`src/rtl/ssp_flags_regs.svh`:
```
// Register offsets, field positions and reset values of the serial port flags
`ifndef SSP_FLAGS_REGS_SVH
`define SSP_FLAGS_REGS_SVH
`define ADDR_STATUS     8'h13
`define ADDR_CONTROL    8'h14
`define ADDR_BUFFER     8'h15
`define ADDR_IRQ_STAT   8'h16
`define ADDR_IRQ_MASK   8'h17
`define CTL_COLL_BIT    7
`define CTL_OVF_BIT     6
`define CTL_EN_BIT      5
`define CTL_POL_BIT     4
`define CTL_MODE_MSB    3
`define CTL_RESET       8'h00
`define STAT_RESET      8'h00
`define IRQ_RESET       8'h00
`define MODE_I2C_MIN    4'h6
`define BYTE_BITS       4'h8
`define IRQ_RX_BIT      0
`define IRQ_TX_BIT      1
`define IRQ_OVF_BIT     2
`define IRQ_COLL_BIT    3
`define IRQ_ADDR_BIT    4
`endif

```
`src/rtl/ssp_flags_pkg.sv`:
```
// Types shared by the serial port flags block
package ssp_flags_pkg;
  typedef enum logic [1:0] {
    ST_IDLE = 2'b00,
    ST_RX   = 2'b01,
    ST_TX   = 2'b10
  } xfer_state_e;

  typedef struct packed {
    logic [7:0] addr;
    logic [7:0] wdata;
    logic       wr;
    logic       rd;
  } reg_req_s;

  typedef struct packed {
    logic       start;
    logic       stop;
    logic       ack;
    logic       addr_match;
    logic       rw_bit;
  } i2c_evt_s;
endpackage : ssp_flags_pkg

```
`src/rtl/serial_port_status_flags.sv`:
```
// Serial port status flags, control register and transfer buffer
//
// Functional notes
// - I2C: latch address byte direction bit on match; 1 read, 0 write.
// - Direction flag valid only until next start, stop or acknowledge.
// - Buffer-full sets when a received byte lands in the buffer.
// - I2C transmit: buffer-full stays 1 while loaded byte shifts out.
// - I2C transmit: buffer-full clears once the byte has shifted out.
// - SPI: byte arriving over unread buffer sets overflow and is dropped.
// - Port enable hands clock and data pins to the port, else GPIO.
`timescale 1ns/1ps
`include "ssp_flags_regs.svh"

module serial_port_status_flags
  import ssp_flags_pkg::*;
(
  input  wire logic       ref_clk_i,
  input  wire logic       rst_i,
  input  wire logic [7:0] addr_i,
  input  wire logic [7:0] wdata_i,
  input  wire logic       wr_i,
  input  wire logic       rd_i,
  input  wire logic       rx_done_i,
  input  wire logic [7:0] rx_byte_i,
  input  wire logic       bit_shifted_i,
  input  wire logic       i2c_start_i,
  input  wire logic       i2c_stop_i,
  input  wire logic       i2c_ack_i,
  input  wire logic       i2c_addr_match_i,
  input  wire logic       i2c_rw_bit_i,
  output logic [7:0]      rdata_o,
  output logic            tx_load_o,
  output logic [7:0]      tx_byte_o,
  output logic            pins_to_port_o,
  output logic            irq_o
);

  reg_req_s    req;
  i2c_evt_s    evt;
  xfer_state_e state_ff;
  logic [7:0]  ctl_ff;
  logic [7:0]  buf_ff;
  logic        full_ff;
  logic        dir_ff;
  logic        dir_valid_ff;
  logic [3:0]  bitcnt_ff;
  logic [4:0]  irq_stat_ff;
  logic [4:0]  irq_mask_ff;
  logic [4:0]  nxt_irq_ev;
  logic        en;
  logic        i2c_mode;
  logic        busy;
  logic        buf_wr;
  logic        buf_rd;
  logic        rx_keep;
  logic        rx_ovf;
  logic        tx_done;

  function automatic logic hit(input logic [7:0] a, input logic [7:0] ref_a);
    hit = (a == ref_a);
  endfunction : hit

  assign req      = '{addr: addr_i, wdata: wdata_i, wr: wr_i, rd: rd_i};
  assign evt      = '{start: i2c_start_i, stop: i2c_stop_i, ack: i2c_ack_i,
                      addr_match: i2c_addr_match_i, rw_bit: i2c_rw_bit_i};
  assign en       = ctl_ff[`CTL_EN_BIT];
  assign i2c_mode = (ctl_ff[`CTL_MODE_MSB:0] >= `MODE_I2C_MIN);
  assign busy     = (state_ff != ST_IDLE);
  assign buf_wr   = req.wr && hit(req.addr, `ADDR_BUFFER);
  assign buf_rd   = req.rd && hit(req.addr, `ADDR_BUFFER);
  // Overflow only in SPI; I2C receive with a full buffer also drops the byte
  assign rx_keep  = en && rx_done_i && !full_ff;
  assign rx_ovf   = en && rx_done_i && full_ff && !i2c_mode;
  assign tx_done  = (state_ff == ST_TX) && bit_shifted_i &&
                    (bitcnt_ff == `BYTE_BITS - 4'h1);

  // Transfer state: write to buffer starts a transmit, otherwise stays idle; ST_RX is never entered
  always_ff @(posedge ref_clk_i) begin
    if (rst_i || !en) begin
      state_ff  <= ST_IDLE;
      bitcnt_ff <= 4'h0;
    end else begin
      case (state_ff)
        ST_IDLE: begin
          if (buf_wr) begin
            state_ff  <= ST_TX;
            bitcnt_ff <= 4'h0;
          end
        end
        ST_TX: begin
          if (tx_done) begin
            state_ff  <= ST_IDLE;
            bitcnt_ff <= 4'h0;
          end else if (bit_shifted_i) begin
            bitcnt_ff <= bitcnt_ff + 4'h1;
          end
        end
        default: begin
          state_ff <= ST_IDLE;
        end
      endcase
    end
  end

  // Buffer-full flag; a fresh byte wins over a read in the same cycle
  always_ff @(posedge ref_clk_i) begin
    if (rst_i || !en) begin
      full_ff <= 1'b0;
    end else if (rx_keep) begin
      full_ff <= 1'b1;
    end else if (buf_wr && !busy && i2c_mode) begin
      full_ff <= 1'b1;
    end else if (tx_done && i2c_mode) begin
      full_ff <= 1'b0;
    end else if (buf_rd && !busy) begin
      full_ff <= 1'b0;
    end
  end

  always_ff @(posedge ref_clk_i) begin
    if (rst_i) begin
      buf_ff <= 8'h00;
    end else if (rx_keep) begin
      buf_ff <= rx_byte_i;
    end else if (buf_wr && !busy && en) begin
      buf_ff <= req.wdata;
    end
  end

  // Direction flag and its validity window
  always_ff @(posedge ref_clk_i) begin
    if (rst_i || !en) begin
      dir_ff       <= 1'b0;
      dir_valid_ff <= 1'b0;
    end else if (i2c_mode && evt.addr_match) begin
      dir_ff       <= evt.rw_bit;
      dir_valid_ff <= 1'b1;
    end else if (evt.start || evt.stop || evt.ack) begin
      dir_ff       <= 1'b0;
      dir_valid_ff <= 1'b0;
    end
  end

  // Control register; hardware-set flags win over a software write of 0
  always_ff @(posedge ref_clk_i) begin
    if (rst_i) begin
      ctl_ff <= `CTL_RESET;
    end else begin
      if (req.wr && hit(req.addr, `ADDR_CONTROL)) begin
        ctl_ff <= req.wdata;
      end
      if (buf_wr && busy) begin
        ctl_ff[`CTL_COLL_BIT] <= 1'b1;
      end
      if (rx_ovf) begin
        ctl_ff[`CTL_OVF_BIT] <= 1'b1;
      end
    end
  end

  always_comb begin
    nxt_irq_ev = 5'h00;
    nxt_irq_ev[`IRQ_RX_BIT]   = rx_keep;
    nxt_irq_ev[`IRQ_TX_BIT]   = tx_done;
    nxt_irq_ev[`IRQ_OVF_BIT]  = rx_ovf;
    nxt_irq_ev[`IRQ_COLL_BIT] = buf_wr && busy;
    nxt_irq_ev[`IRQ_ADDR_BIT] = i2c_mode && evt.addr_match && en;
  end

  // Sticky interrupt status, cleared by reading it; new events survive read
  always_ff @(posedge ref_clk_i) begin
    if (rst_i) begin
      irq_stat_ff <= 5'h00;
    end else if (req.rd && hit(req.addr, `ADDR_IRQ_STAT)) begin
      irq_stat_ff <= nxt_irq_ev;
    end else begin
      irq_stat_ff <= irq_stat_ff | nxt_irq_ev;
    end
  end

  always_ff @(posedge ref_clk_i) begin
    if (rst_i) begin
      irq_mask_ff <= 5'h00;
    end else if (req.wr && hit(req.addr, `ADDR_IRQ_MASK)) begin
      irq_mask_ff <= req.wdata[4:0];
    end
  end

  always_ff @(posedge ref_clk_i) begin
    if (rst_i) begin
      irq_o <= 1'b0;
    end else begin
      irq_o <= |((irq_stat_ff | nxt_irq_ev) & irq_mask_ff);
    end
  end

  // Read data, one cycle after the strobe
  always_ff @(posedge ref_clk_i) begin
    if (rst_i) begin
      rdata_o <= 8'h00;
    end else if (!req.rd) begin
      rdata_o <= 8'h00;
    end else if (hit(req.addr, `ADDR_STATUS)) begin
      rdata_o <= {5'h00, dir_ff, 1'b0, full_ff};
    end else if (hit(req.addr, `ADDR_CONTROL)) begin
      rdata_o <= ctl_ff;
    end else if (hit(req.addr, `ADDR_BUFFER)) begin
      rdata_o <= buf_ff;
    end else if (hit(req.addr, `ADDR_IRQ_STAT)) begin
      rdata_o <= {3'h0, irq_stat_ff};
    end else if (hit(req.addr, `ADDR_IRQ_MASK)) begin
      rdata_o <= {3'h0, irq_mask_ff};
    end else begin
      rdata_o <= 8'h00;
    end
  end

  always_ff @(posedge ref_clk_i) begin
    if (rst_i) begin
      tx_load_o      <= 1'b0;
      tx_byte_o      <= 8'h00;
      pins_to_port_o <= 1'b0;
    end else begin
      tx_load_o      <= buf_wr && !busy && en;
      tx_byte_o      <= (buf_wr && !busy && en) ? req.wdata : tx_byte_o;
      pins_to_port_o <= en;
    end
  end

  a_full_clr_dis: assert property (
    @(posedge ref_clk_i) disable iff (rst_i) !en |=> !full_ff)
    else $error("buffer-full set while disabled");
  a_full_on_rx: assert property (
    @(posedge ref_clk_i) disable iff (rst_i) rx_keep |=> full_ff)
    else $error("received byte did not set full");
  a_dir_latch: assert property (
    @(posedge ref_clk_i) disable iff (rst_i)
    (en && i2c_mode && evt.addr_match) |=> (dir_ff == $past(evt.rw_bit)))
    else $error("direction not latched");
  a_dir_window: assert property (
    @(posedge ref_clk_i) disable iff (rst_i)
    (en && !evt.addr_match && (evt.start || evt.stop || evt.ack))
    |=> !dir_valid_ff) else $error("direction valid after bus event");
  a_tx_hold_full: assert property (
    @(posedge ref_clk_i) disable iff (rst_i)
    (en && i2c_mode && buf_wr && !busy) |=> full_ff && busy)
    else $error("transmit load did not set full");
  a_tx_done_clr: assert property (
    @(posedge ref_clk_i) disable iff (rst_i)
    (en && i2c_mode && tx_done && !rx_keep) |=> !full_ff && !busy)
    else $error("full not cleared after shift-out");
  // A software buffer write in the same cycle is legal and may still land
  a_ovf_drop: assert property (
    @(posedge ref_clk_i) disable iff (rst_i)
    rx_ovf |=> ctl_ff[`CTL_OVF_BIT] && (buf_ff == (($past(buf_wr) &&
    !$past(busy)) ? $past(wdata_i) : $past(buf_ff))))
    else $error("overflow not flagged or byte kept");
  a_pins_follow: assert property (
    @(posedge ref_clk_i) disable iff (rst_i)
    ##1 pins_to_port_o == $past(en)) else $error("pin handover wrong");
  // A byte received during the transfer may land; only the write is refused
  a_coll_set: assert property (
    @(posedge ref_clk_i) disable iff (rst_i)
    (buf_wr && busy) |=> ctl_ff[`CTL_COLL_BIT] && (buf_ff ==
    ($past(rx_keep) ? $past(rx_byte_i) : $past(buf_ff))))
    else $error("collision not flagged");

  c_rx_byte: cover property (@(posedge ref_clk_i) rx_keep);
  c_tx_done: cover property (@(posedge ref_clk_i) tx_done && i2c_mode);
  c_overflow: cover property (@(posedge ref_clk_i) rx_ovf);
  c_collision: cover property (@(posedge ref_clk_i) buf_wr && busy);

endmodule : serial_port_status_flags

```
`config.mk`:
```
export PLATFORM = sky130hd
export DESIGN_NAME = serial_port_status_flags
export DESIGN_NICKNAME = d
export VERILOG_FILES = /design/src/rtl/ssp_flags_pkg.sv /design/src/rtl/serial_port_status_flags.sv
export VERILOG_INCLUDE_DIRS = /design/src /design/src/rtl
export SDC_FILE = /design/constraint.sdc
export NUM_CORES = 1
export LEC_CHECK = 0
export ABC_AREA = 1
export BUFFER_PORTS_ARGS = -buffer_cell sky130_fd_sc_hd__buf_2
export CAP_MARGIN = 10
export CORE_MARGIN = 8
export CORE_UTILIZATION = 40
export DETAILED_ROUTE_END_ITERATION = 12
export PLACE_DENSITY = 0.69
export SYNTH_ARGS = -nofsm -noshare
export SYNTH_HDL_FRONTEND = slang
export SYNTH_SLANG_ARGS = --single-unit
```
`constraint.sdc`:
```
create_clock -name ref_clk_i -period 2.15 [get_ports ref_clk_i]
set_input_delay 0.3225 -clock ref_clk_i [delete_from_list [all_inputs] [get_ports ref_clk_i]]
set_output_delay 0.3225 -clock ref_clk_i [all_outputs]
set_load 0.03 [all_outputs]
```
==> results of run 1 <==
-- worst paths after layout --
kind                                start         to  slack (ns)
worst max-delay path            ctl_ff[5]  buf_ff[6]        0.63
worst min-delay path            i2c_ack_i     dir_ff        0.26
worst max register to register  ctl_ff[5]  buf_ff[6]        0.63
worst min register to register  ctl_ff[4]  ctl_ff[4]        0.45
-- cell usage in the layout (no fill, tap or decap), types with 2 or more instances in the layout --
| cell | Yosys | routed |
|---|---|---|
| nand2_1 | 99 | 99 |
| buf_2 | 2 | 53 |
| dfxtp_1 | 52 | 52 |
| inv_1 | 42 | 42 |
| a21oi_1 | 39 | 39 |
| nand3_1 | 30 | 30 |
| nor2_1 | 26 | 26 |
| o21ai_0 | 18 | 18 |
| clkbuf_8 | 0 | 5 |
| nor3_1 | 4 | 4 |
| o21ai_1 | 4 | 4 |
| o22ai_1 | 3 | 3 |
| buf_4 | 1 | 3 |
| inv_2 | 2 | 2 |
| nand2_2 | 2 | 2 |
| nor2_2 | 2 | 2 |
| or2_2 | 2 | 2 |
| clkinv_2 | 1 | 2 |
| xor2_1 | 2 | 2 |
-- per-layer routing --
layer  vias to the layer above  track usage
met4                         0      0.04564
met2                        59       0.2509
met5                         -            0
met1                      1062       0.1770
li1                       1210            -
met3                         8      0.03285
-- state kept, by name, indices dropped and copies added, names as in the netlist --
name            count
rdata_o             8
bitcnt_ff           4
irq_mask_ff         5
dir_ff              1
irq_stat_ff         5
tx_byte_o           8
ctl_ff              8
full_ff             1
buf_ff              8
irq_o               1
state_ff            1
tx_load_o           1
pins_to_port_o      1
-- worst register-to-register path: cells and delay by family, from the launching register on --
kind | cells | cell delay (ns)
simple gates | 4 | 0.60
flops | 1 | 0.47
buf+inv | 1 | 0.24
compound gates | 1 | 0.13
-- power breakdown --
| group | switching, mW | total (mW) | internal, mW |
|---|---|---|---|
| combinational | 0.0612 | 0.0980 | 0.0368 |
| sequential | 0.000418 | 0.963 | 0.963 |
| clock | 0.319 | 0.540 | 0.221 |
| total | 0.380 | 1.60 | 1.22 |
-- stage by stage --
step,power [mW],util
finish,1.601,0.4795
global route,1.664,0.4795
CTS,1.614,0.4795
detailed placement,1.083,0.4656
global placement,1.082,0.4656
floorplan,1.028,-
-- final cells by class --
type	count	area, um^2
Sequential cell	52	1041
Multi-Input combinational cell	241	1131
Tap cell	75	93.84
Fill cell	598	3045
Clock inverter	2	12.51
Inverter	45	170.2
Clock buffer	5	68.82
Timing Repair Buffer	56	287.8
-- cell usage after synthesis, drive strengths merged --
master	number	area [um^2]
nor4	1	6.260
o22ai	3	18.77
a21oi	39	195.2
nand2	102	395.4
nand3	31	160.1
and3	1	6.260
o21bai	1	7.510
nand4	1	21.27
nor2	29	130.1
nor3	5	30.03
or2	2	12.51
xor2	2	17.52
clkbuf	3	11.26
inv	44	165.2
a211oi	1	7.510
clkinv	1	5.000
o21ai	22	110.1
dfxtp	52	1041
ha	1	12.51
buf	5	32.53
-- cells by family (layout without fill, tap and decap cells) --
| logic type | after synthesis | in the layout | synth area share |
|---|---|---|---|
| AOI/OAI and AO/OA | 66 | 66 | 0.1421 |
| xor gates and xnor gates | 2 | 2 | 0.007343 |
| adders and majority gates | 1 | 1 | 0.005243 |
| buffers and inverters | 53 | 108 | 0.08967 |
| DFF | 52 | 52 | 0.4363 |
| and+or+nand+nor | 172 | 172 | 0.3193 |
==> results.ini, run 1 <==
[routing]
wl_met2_mm = 3.122
m1WireLength_mm = 2.652
first_pass_iters = 4
dr_wl_met3_um = 379
wl_mm = 6.240
top_layer = met4
post_drt_wl_per_cell_um = 13.11
drt-initial-drc-count = 198
drc = 0
antenna_left = 0
routed_via_density = 4.914
vias = 2339

[grt]
grt_pass1_vias = 2226
antenna_found_initial = 0
grt_max_degree = 21
grt_first_pass_wirelength_mm = 10.28
globalRouteOverflowTotal = 0
grt.total_usage = 0.1465

[floorplan]
die-area_mm2 = 0.008693
dieHeight_um = 93.24
num_rows = 28
core-area_mm2 = 0.005851
ios = 54
initial_utilization = 0.4078
die_w_um = 93.24

[placement]
pre_cts_ws_ns = 0.4250
gp_congestion = 0.9035
placed_cells = 469
portBuffers = 53
dp_hpwl_mm = 4.833
placed_area_mm2 = 0.002724

[clock_tree]
ctsHoldBuffers = 0
cts_sinks = 52
cts_setup_buffers = 0
root_buffer = clkbuf_8
clkLatencyLatePin_ns = 0.30
clk_pin_slew_worst_paths_ns = 0.09
numCtsBuffers = 5
post_cts_resized = 0
clk_path_buf_depth = 2
cts_tree = done
htreeDepth = 2

[yosys]
synth_area_mm2 = 0.002386
synth-seq-area-share = 0.4363
syn-num-nets = 382
yosys_warnings = 0
ys_types = 31
postSynthCellCount = 346
avgSynthCellArea_um2 = 6.896
synth_seq_cells = 52

[timing]
worstMarginPinSlew_ns = 0.4378
setup-tns-final_ns = 0
final_max_slew_viol_count = 0
hold_viol_final = 0
hold_slack_ns = 0.2623
finalSetupViolations = 0
skew_ns = 0.004731
fmax_ghz = 0.6591
setup_ws_ns = 0.6328
period_minus_slack_ns = 1.517
slew_headroom = 0.7065
rsz0062_at_grt = false
period_share = 0.7057

[setup_path]
critPathBufInv = 1
worst_path_most_repeated_cell = nand2_1
cp_slowest_stage_delay_ns = 0.47
worstPathCellList = nand2_1 > nor2_1 > inv_2 > nand2_4 > nand2_1 > a21oi_1
reg2reg_depth = 6
cp_slowest_cell = dfxtp_1
required_ns = 2.38
setup.worst_path.start_class = register
worst-path-stages = 6
end_kind = register
crit_family = simple AND/OR/NAND/NOR gates
arrival_ns = 1.75
crit_type = register to register
crit_fanout = 17

[worst_hold_path]
hp-class = input port to register
hold_depth = 4

[power_and_ir_drop]
ir_drop_uv = 376.5
power.density_mw_per_mm2 = 570.9
p_leak_nw = 1.281

[finish]
fin_area_mm2 = 0.002805
layout.nets = 437
area.growth.synth_to_final_pct = 17.57
final_cell_count_no_fill = 476
drive_gt1_frac = 0.1920
antennaDiodeCount = 0

[run]
drv_cap = 0

[run_status]
outcome = complete, no violations

Power figures use the tool's default switching activity.
==> run 2, diff against run 1 <==
--- a/config.mk
+++ b/config.mk
@@ -12,7 +12,7 @@
 export CORE_MARGIN = 8
 export CORE_UTILIZATION = 40
 export DETAILED_ROUTE_END_ITERATION = 12
-export PLACE_DENSITY = 0.69
+export PLACE_DENSITY = 0.71
 export SYNTH_ARGS = -nofsm -noshare
 export SYNTH_HDL_FRONTEND = slang
 export SYNTH_SLANG_ARGS = --single-unit
==> constraint.sdc (replaced) <==
create_clock -name ref_clk_i -period 1.3 [get_ports ref_clk_i]
set_input_delay 0.195 -clock ref_clk_i [delete_from_list [all_inputs] [get_ports ref_clk_i]]
set_output_delay 0.195 -clock ref_clk_i [all_outputs]
set_load 0.03 [all_outputs]
==> run 2 against run 1 <==
Compared with the run above:
- final area rose by 9.7%
- global-route usage rose by 0.35 points
- first-iteration DRC count fell by 43%
- total power rose by 94%
- sequential power rose by 65%
- critical endpoint is now bitcnt_ff[0]
- combinational power rose by 74%
- fmax rose by 24%
- largest power group unchanged
==> results.ini, run 2 (synthesis gave the netlist of run 1 again) <==
[floorplan]
dieHeight_um = 93.24  ; unchanged
die_w_um = 93.24  ; unchanged
core-area_mm2 = 0.005851  ; unchanged
ios = 54  ; unchanged
die-area_mm2 = 0.008693  ; unchanged
num_rows = 28  ; unchanged
initial_utilization = 0.4078  ; unchanged

[power_and_ir_drop]
switchingPower_mw = 0.6702  ; +76%
swShare = 0.2157  ; -0.02192
clkPwrFrac = 0.432  ; +0.095
p_leak_nw = 1.424  ; +11%
comb_power_share = 0.055  ; -0.006
ir_drop_uv = 470.9  ; +25%
power.density_mw_per_mm2 = 1010  ; +77%
p_int_mw = 2.438  ; +100%
seq_power_share = 0.513  ; -0.089

[placement]
dp_hpwl_mm = 5.003  ; +3.5%
gp_congestion = 0.8718  ; -3.5%
portBuffers = 53  ; unchanged
placed_cells = 491  ; +4.7%

[routing]
dr_wl_met3_um = 441  ; +16%
antenna_left = 0  ; unchanged
wl_mm = 6.256  ; +0.26%
routed_via_density = 4.802  ; -2.3%
m1WireLength_mm = 2.871  ; +8.3%
top_layer = met4
drc = 0  ; unchanged
drt-initial-drc-count = 113  ; -43%
wl_met2_mm = 2.794  ; -11%
post_drt_wl_per_cell_um = 12.51  ; -4.6%
vias = 2401  ; +2.7%
first_pass_iters = 4  ; unchanged

[timing]
final_max_slew_viol_count = 0  ; unchanged
finalSetupViolations = 0  ; unchanged
fmax_ghz = 0.8146  ; +24%
period_share = 0.9443  ; +0.2386
slew_headroom = 0.7878  ; +0.08126
skew_ns = 0.008548  ; +0.003816 ns
worstMarginPinSlew_ns = 0.3178  ; -0.1200 ns
setup-tns-final_ns = 0  ; unchanged
hold_viol_final = 0  ; unchanged
rsz0062_at_grt = true
period_minus_slack_ns = 1.228  ; -0.2896 ns

[grt]
antenna_found_initial = 0  ; unchanged
grt_max_degree = 18  ; -14%
globalRouteOverflowTotal = 0  ; unchanged
grt.total_usage = 0.1500  ; +0.003524
grt_pass1_vias = 2393  ; +7.5%
grt_first_pass_wirelength_mm = 10.64  ; +3.5%

[finish]
antennaDiodeCount = 0  ; unchanged
final_cell_count_no_fill = 500  ; +5.0%
layout.nets = 460  ; +5.3%
drive_gt1_frac = 0.2612  ; +0.06916
area.growth.synth_to_final_pct = 28.95
final_cell_mix = nand2_1, buf_2, dfxtp_1, inv_1, a21oi_1
fin_util = 0.5259  ; +0.04641
layout_commonest_cell = nand2_1

[setup_path]
required_ns = 1.52  ; -0.86 ns
end_kind = register
setup.worst_path.start_class = register
arrival_ns = 1.45  ; -0.30 ns
crit_type = register to register
crit_fanout = 4  ; -13

[clock_tree]
htreeDepth = 2  ; unchanged
root_buffer = clkbuf_8
numCtsBuffers = 5  ; unchanged
cts_tree = done
clk_pin_slew_worst_paths_ns = 0.10  ; about the same
clkLatencyLatePin_ns = 0.31  ; about the same
clk_path_buf_depth = 2  ; unchanged
cts_sinks = 52  ; unchanged

[worst_hold_path]
hp-class = input port to register

[run_status]
outcome = complete, no violations

[run]
drv_cap = 0  ; unchanged

[run 2: cell types whose count changed in the layout (fill, tap and decap cells not counted), moves of 2 or more]
cell	delta
nand2_2	+4
buf_4	+22
dfxtp_2	+2
nor2_2	+2
dfxtp_1	-2
nor2_1	-2
nand2_1	-4
bufinv_16	+2
[run 2: final cells by class]
class / count / area [um^2]
Multi-Input combinational cell: 241 / 1159
Clock inverter: 3 / 68.82
Inverter: 45 / 170.2
Clock buffer: 5 / 68.82
Sequential cell: 52 / 1044
Timing Repair Buffer: 79 / 473.0
Tap cell: 75 / 93.84
Fill cell: 592 / 2774
[run 2: final timing paths]
check / endpoint / slack (ns) / from / depth (start not counted)
hold / removal: dir_ff / 0.12 / i2c_ack_i / 4
hold reg to reg: ctl_ff[4] / 0.46 / ctl_ff[4] / 2
setup / recovery: bitcnt_ff[0] / 0.07 / bitcnt_ff[0] / 7
setup reg to reg: bitcnt_ff[0] / 0.07 / bitcnt_ff[0] / 7
[run 2: metal layers]
| metal | vias up | global-route usage |
|---|---|---|
| met5 | - | 0 |
| met1 | 1058 | 0.1827 |
| met2 | 71 | 0.2432 |
| met3 | 16 | 0.04247 |
| met4 | 0 | 0.05906 |
| li1 | 1256 | - |
[run 2: what timing repair did]
item / 4_1_cts / 5_1_grt
buffers inserted: 0 / 1
pin swaps: 0 / 1
resized for setup: 2 / 9
hold buffers: 0 / 0
endpoints found under the setup margin: 1 / 5
[run 2: power groups by stage]
stage          Combinational [mW]  Clock (mW)  Sequential (mW)
4_1_cts                     0.172        1.35             1.59
3_5_place_dp                0.171           0             1.63
6_report                    0.171        1.34             1.59
3_3_place_gp                0.166           0             1.63
2_1_floorplan              0.0691           0             1.63
5_1_grt                     0.191        1.42             1.59
[run 2: worst max-delay path, stage by stage, from the launching register on]
cell and delay, ns:
dfxtp_2 0.35, ha_4 0.16, nand2_2 0.07, nor2_2 0.04
nand2_2 0.10, inv_2 0.05, buf_4 0.12, nor4_1 0.24
[run 2: through the flow]
stage          area [um^2]  hold WS (ns)  worst slack [ns]  power [mW]
2_1_floorplan         2386        0.3396           0.09179       1.700
3_3_place_gp          2902        0.4338          -0.03581       1.797
3_5_place_dp          2902        0.4443          -0.06335       1.801
4_1_cts               3042        0.1248           0.01493       3.119
5_1_grt               3077        0.1416        -0.0009708       3.210
6_report              3077        0.1243           0.07243       3.108
==> run 3, diff against run 2 <==
--- a/config.mk
+++ b/config.mk
@@ -12,7 +12,7 @@
 export CORE_MARGIN = 8
 export CORE_UTILIZATION = 40
 export DETAILED_ROUTE_END_ITERATION = 12
-export PLACE_DENSITY = 0.71
+export PLACE_DENSITY_LB_ADDON = 0.12
 export SYNTH_ARGS = -nofsm -noshare
 export SYNTH_HDL_FRONTEND = slang
 export SYNTH_SLANG_ARGS = --single-unit
==> run 3 against run 2 <==
Compared with the run above:
- total power fell by 6.8%
- worst hold slack got worse by 0.0033 ns
- via count rose by 0.58%
- fmax fell by 2.2%
- final area rose by 0.69%
- final cell count rose by 1.0%
- non-clock buffer count rose by 5
- setup slack got worse by 0.027 ns
- sequential power barely moved
==> results.ini, run 3 (synthesis gave the netlist of run 1 again) <==
[clock_tree]
clk_pin_slew_worst_paths_ns = 0.09  ; about the same
clkLatencyLatePin_ns = 0.31  ; about the same
cts_tree = done
ctsHoldBuffers = 0  ; unchanged
root_buffer = clkbuf_8
htreeDepth = 2  ; unchanged
numCtsBuffers = 5  ; unchanged
clk_path_buf_depth = 2  ; unchanged
cts_sinks = 52  ; unchanged

[timing]
hold_viol_final = 0  ; unchanged
slew_headroom = 0.7871  ; about the same
fmax_ghz = 0.7968  ; -2.2%
period_minus_slack_ns = 1.255  ; +0.02744 ns
finalSetupViolations = 0  ; unchanged
skew_ns = 0.006155  ; -0.002392 ns
period_share = 0.9654  ; +0.02111
final_max_slew_viol_count = 0  ; unchanged
rsz0062_at_grt = true
worstMarginPinSlew_ns = 0.3168  ; -0.0009955 ns

[floorplan]
core-area_mm2 = 0.005851  ; unchanged
num_rows = 28  ; unchanged
initial_utilization = 0.4078  ; unchanged
dieHeight_um = 93.24  ; unchanged
die-area_mm2 = 0.008693  ; unchanged
die_w_um = 93.24  ; unchanged
ios = 54  ; unchanged

[grt]
globalRouteOverflowTotal = 0  ; unchanged
grt_first_pass_wirelength_mm = 10.95  ; +2.9%
antenna_found_initial = 0  ; unchanged
grt.total_usage = 0.1568  ; +0.006765
grt_max_degree = 18  ; unchanged
grt_pass1_vias = 2271  ; -5.1%

[finish]
fill_cells = 583  ; -1.5%
layout_commonest_cell = nand2_1
drive_gt1_frac = 0.2767  ; +0.01557
layout.nets = 465  ; +1.1%
fin_util = 0.5295  ; +0.003635
final_cell_count_no_fill = 505  ; +1.0%
antennaDiodeCount = 0  ; unchanged
regArea_mm2 = 0.001047  ; +0.36%
final_cell_mix = nand2_1, buf_2, dfxtp_1, inv_1, a21oi_1
area.growth.synth_to_final_pct = 29.84
multi_input_area_mm2 = 0.001170  ; +0.97%

[placement]
placed_cells = 492  ; +0.20%
gp_congestion = 0.8578  ; -1.6%
dp_hpwl_mm = 5.310  ; +6.1%
portBuffers = 53  ; unchanged

[power_and_ir_drop]
ir_drop_uv = 458.3  ; -2.7%
power.density_mw_per_mm2 = 935.1  ; -7.4%
switchingPower_mw = 0.6515  ; -2.8%
power_mw = 2.897  ; -6.8%
seq_power_share = 0.550  ; +0.037
swShare = 0.2249  ; +0.009238
p_leak_nw = 1.434  ; +0.76%
clkPwrFrac = 0.390  ; -0.042
p_int_mw = 2.245  ; -7.9%
comb_power_share = 0.060  ; +0.005

[routing]
drt-initial-drc-count = 145  ; +28%
antenna_left = 0  ; unchanged
drc = 0  ; unchanged
post_drt_wl_per_cell_um = 13.37  ; +6.8%
vias = 2415  ; +0.58%
first_pass_iters = 4  ; unchanged
routed_via_density = 4.782  ; -0.41%
wl_mm = 6.750  ; +7.9%

[setup_path]
setup.worst_path.start_class = register
arrival_ns = 1.45  ; about the same
crit_fanout = 4  ; unchanged
required_ns = 1.49  ; -0.03 ns
crit_type = register to register
end_kind = register

[worst_hold_path]
hp-class = input port to register

[run_status]
outcome = complete, no violations

[run]
drv_cap = 0  ; unchanged

## run 3: changes by cell type in the layout (fill, tap and decap cells not counted), moves of 2 or more
cell	change
buf_6	+2
dfxtp_2	+3
dfxtp_1	-3
buf_4	+3
## run 3: stage by stage
step / worst slack (ns) / hold slack, ns / setup TNS [ns] / cell area [um^2]
after floorplan: 0.09179 / 0.3396 / 0 / 2386
after global placement: -0.07500 / 0.4349 / -0.9465 / 2897
after detailed placement: -0.07965 / 0.4340 / -1.275 / 2897
after CTS: 0.002766 / 0.1151 / 0 / 3013
after global routing: -0.01596 / 0.1172 / -0.03653 / 3098
final: 0.04499 / 0.1210 / 0 / 3098
## run 3: critical path, stage by stage, from the launching register on
cell	delay, ns
dfxtp_2	0.37
ha_4	0.14
nand2_2	0.06
nor2_2	0.12
nand2_2	0.11
buf_6	0.14
buf_4	0.11
nand2_1	0.05
a21oi_1	0.06
## run 3: cell type report
| class | count | area share |
|---|---|---|
| tap | 75 | 0.03029 |
| clock buffer | 6 | 0.02342 |
| multi-input combinational | 241 | 0.3776 |
| sequential | 52 | 0.3380 |
| inverter | 45 | 0.05574 |
| clock inverter | 2 | 0.01252 |
| timing repair buffer | 84 | 0.1624 |
## run 3: path summary, 6_finish.rpt
check | from | endpoint | slack (ns) | depth (start not counted)
worst min register to register | ctl_ff[4] | ctl_ff[4] | 0.45 | 2
worst max register to register | bitcnt_ff[0] | state_ff[1] | 0.04 | 8
worst min-delay path | rst_i | irq_stat_ff[4] | 0.12 | 2
worst max-delay path | bitcnt_ff[0] | state_ff[1] | 0.04 | 8
## run 3: repair_timing
| action | 4_1_cts | 5_1_grt |
|---|---|---|
| cloned | 0 | 1 |
| pin swaps | 0 | 4 |
| setup buffers | 0 | 4 |
| setup endpoints to repair | 11 | 19 |
| resized for setup | 2 | 18 |
## run 3: per-layer routing
layer / vias to the layer above / GRT usage / part of all wire
met5: - / 0 / 0
met4: 0 / 0.04295 / 0.015
met3: 8 / 0.03526 / 0.055
met2: 58 / 0.2462 / 0.44
met1: 1078 / 0.2096 / 0.49
li1: 1271 / - / -
## run 3: power groups by stage
stage / clock network [mW] / registers (mW) / logic, mW
5_1_grt: 1.22 / 1.59 / 0.195
6_report: 1.13 / 1.59 / 0.175
4_1_cts: 1.16 / 1.59 / 0.175
2_1_floorplan: 0 / 1.63 / 0.0691
3_5_place_dp: 0 / 1.63 / 0.174
3_3_place_gp: 0 / 1.63 / 0.173
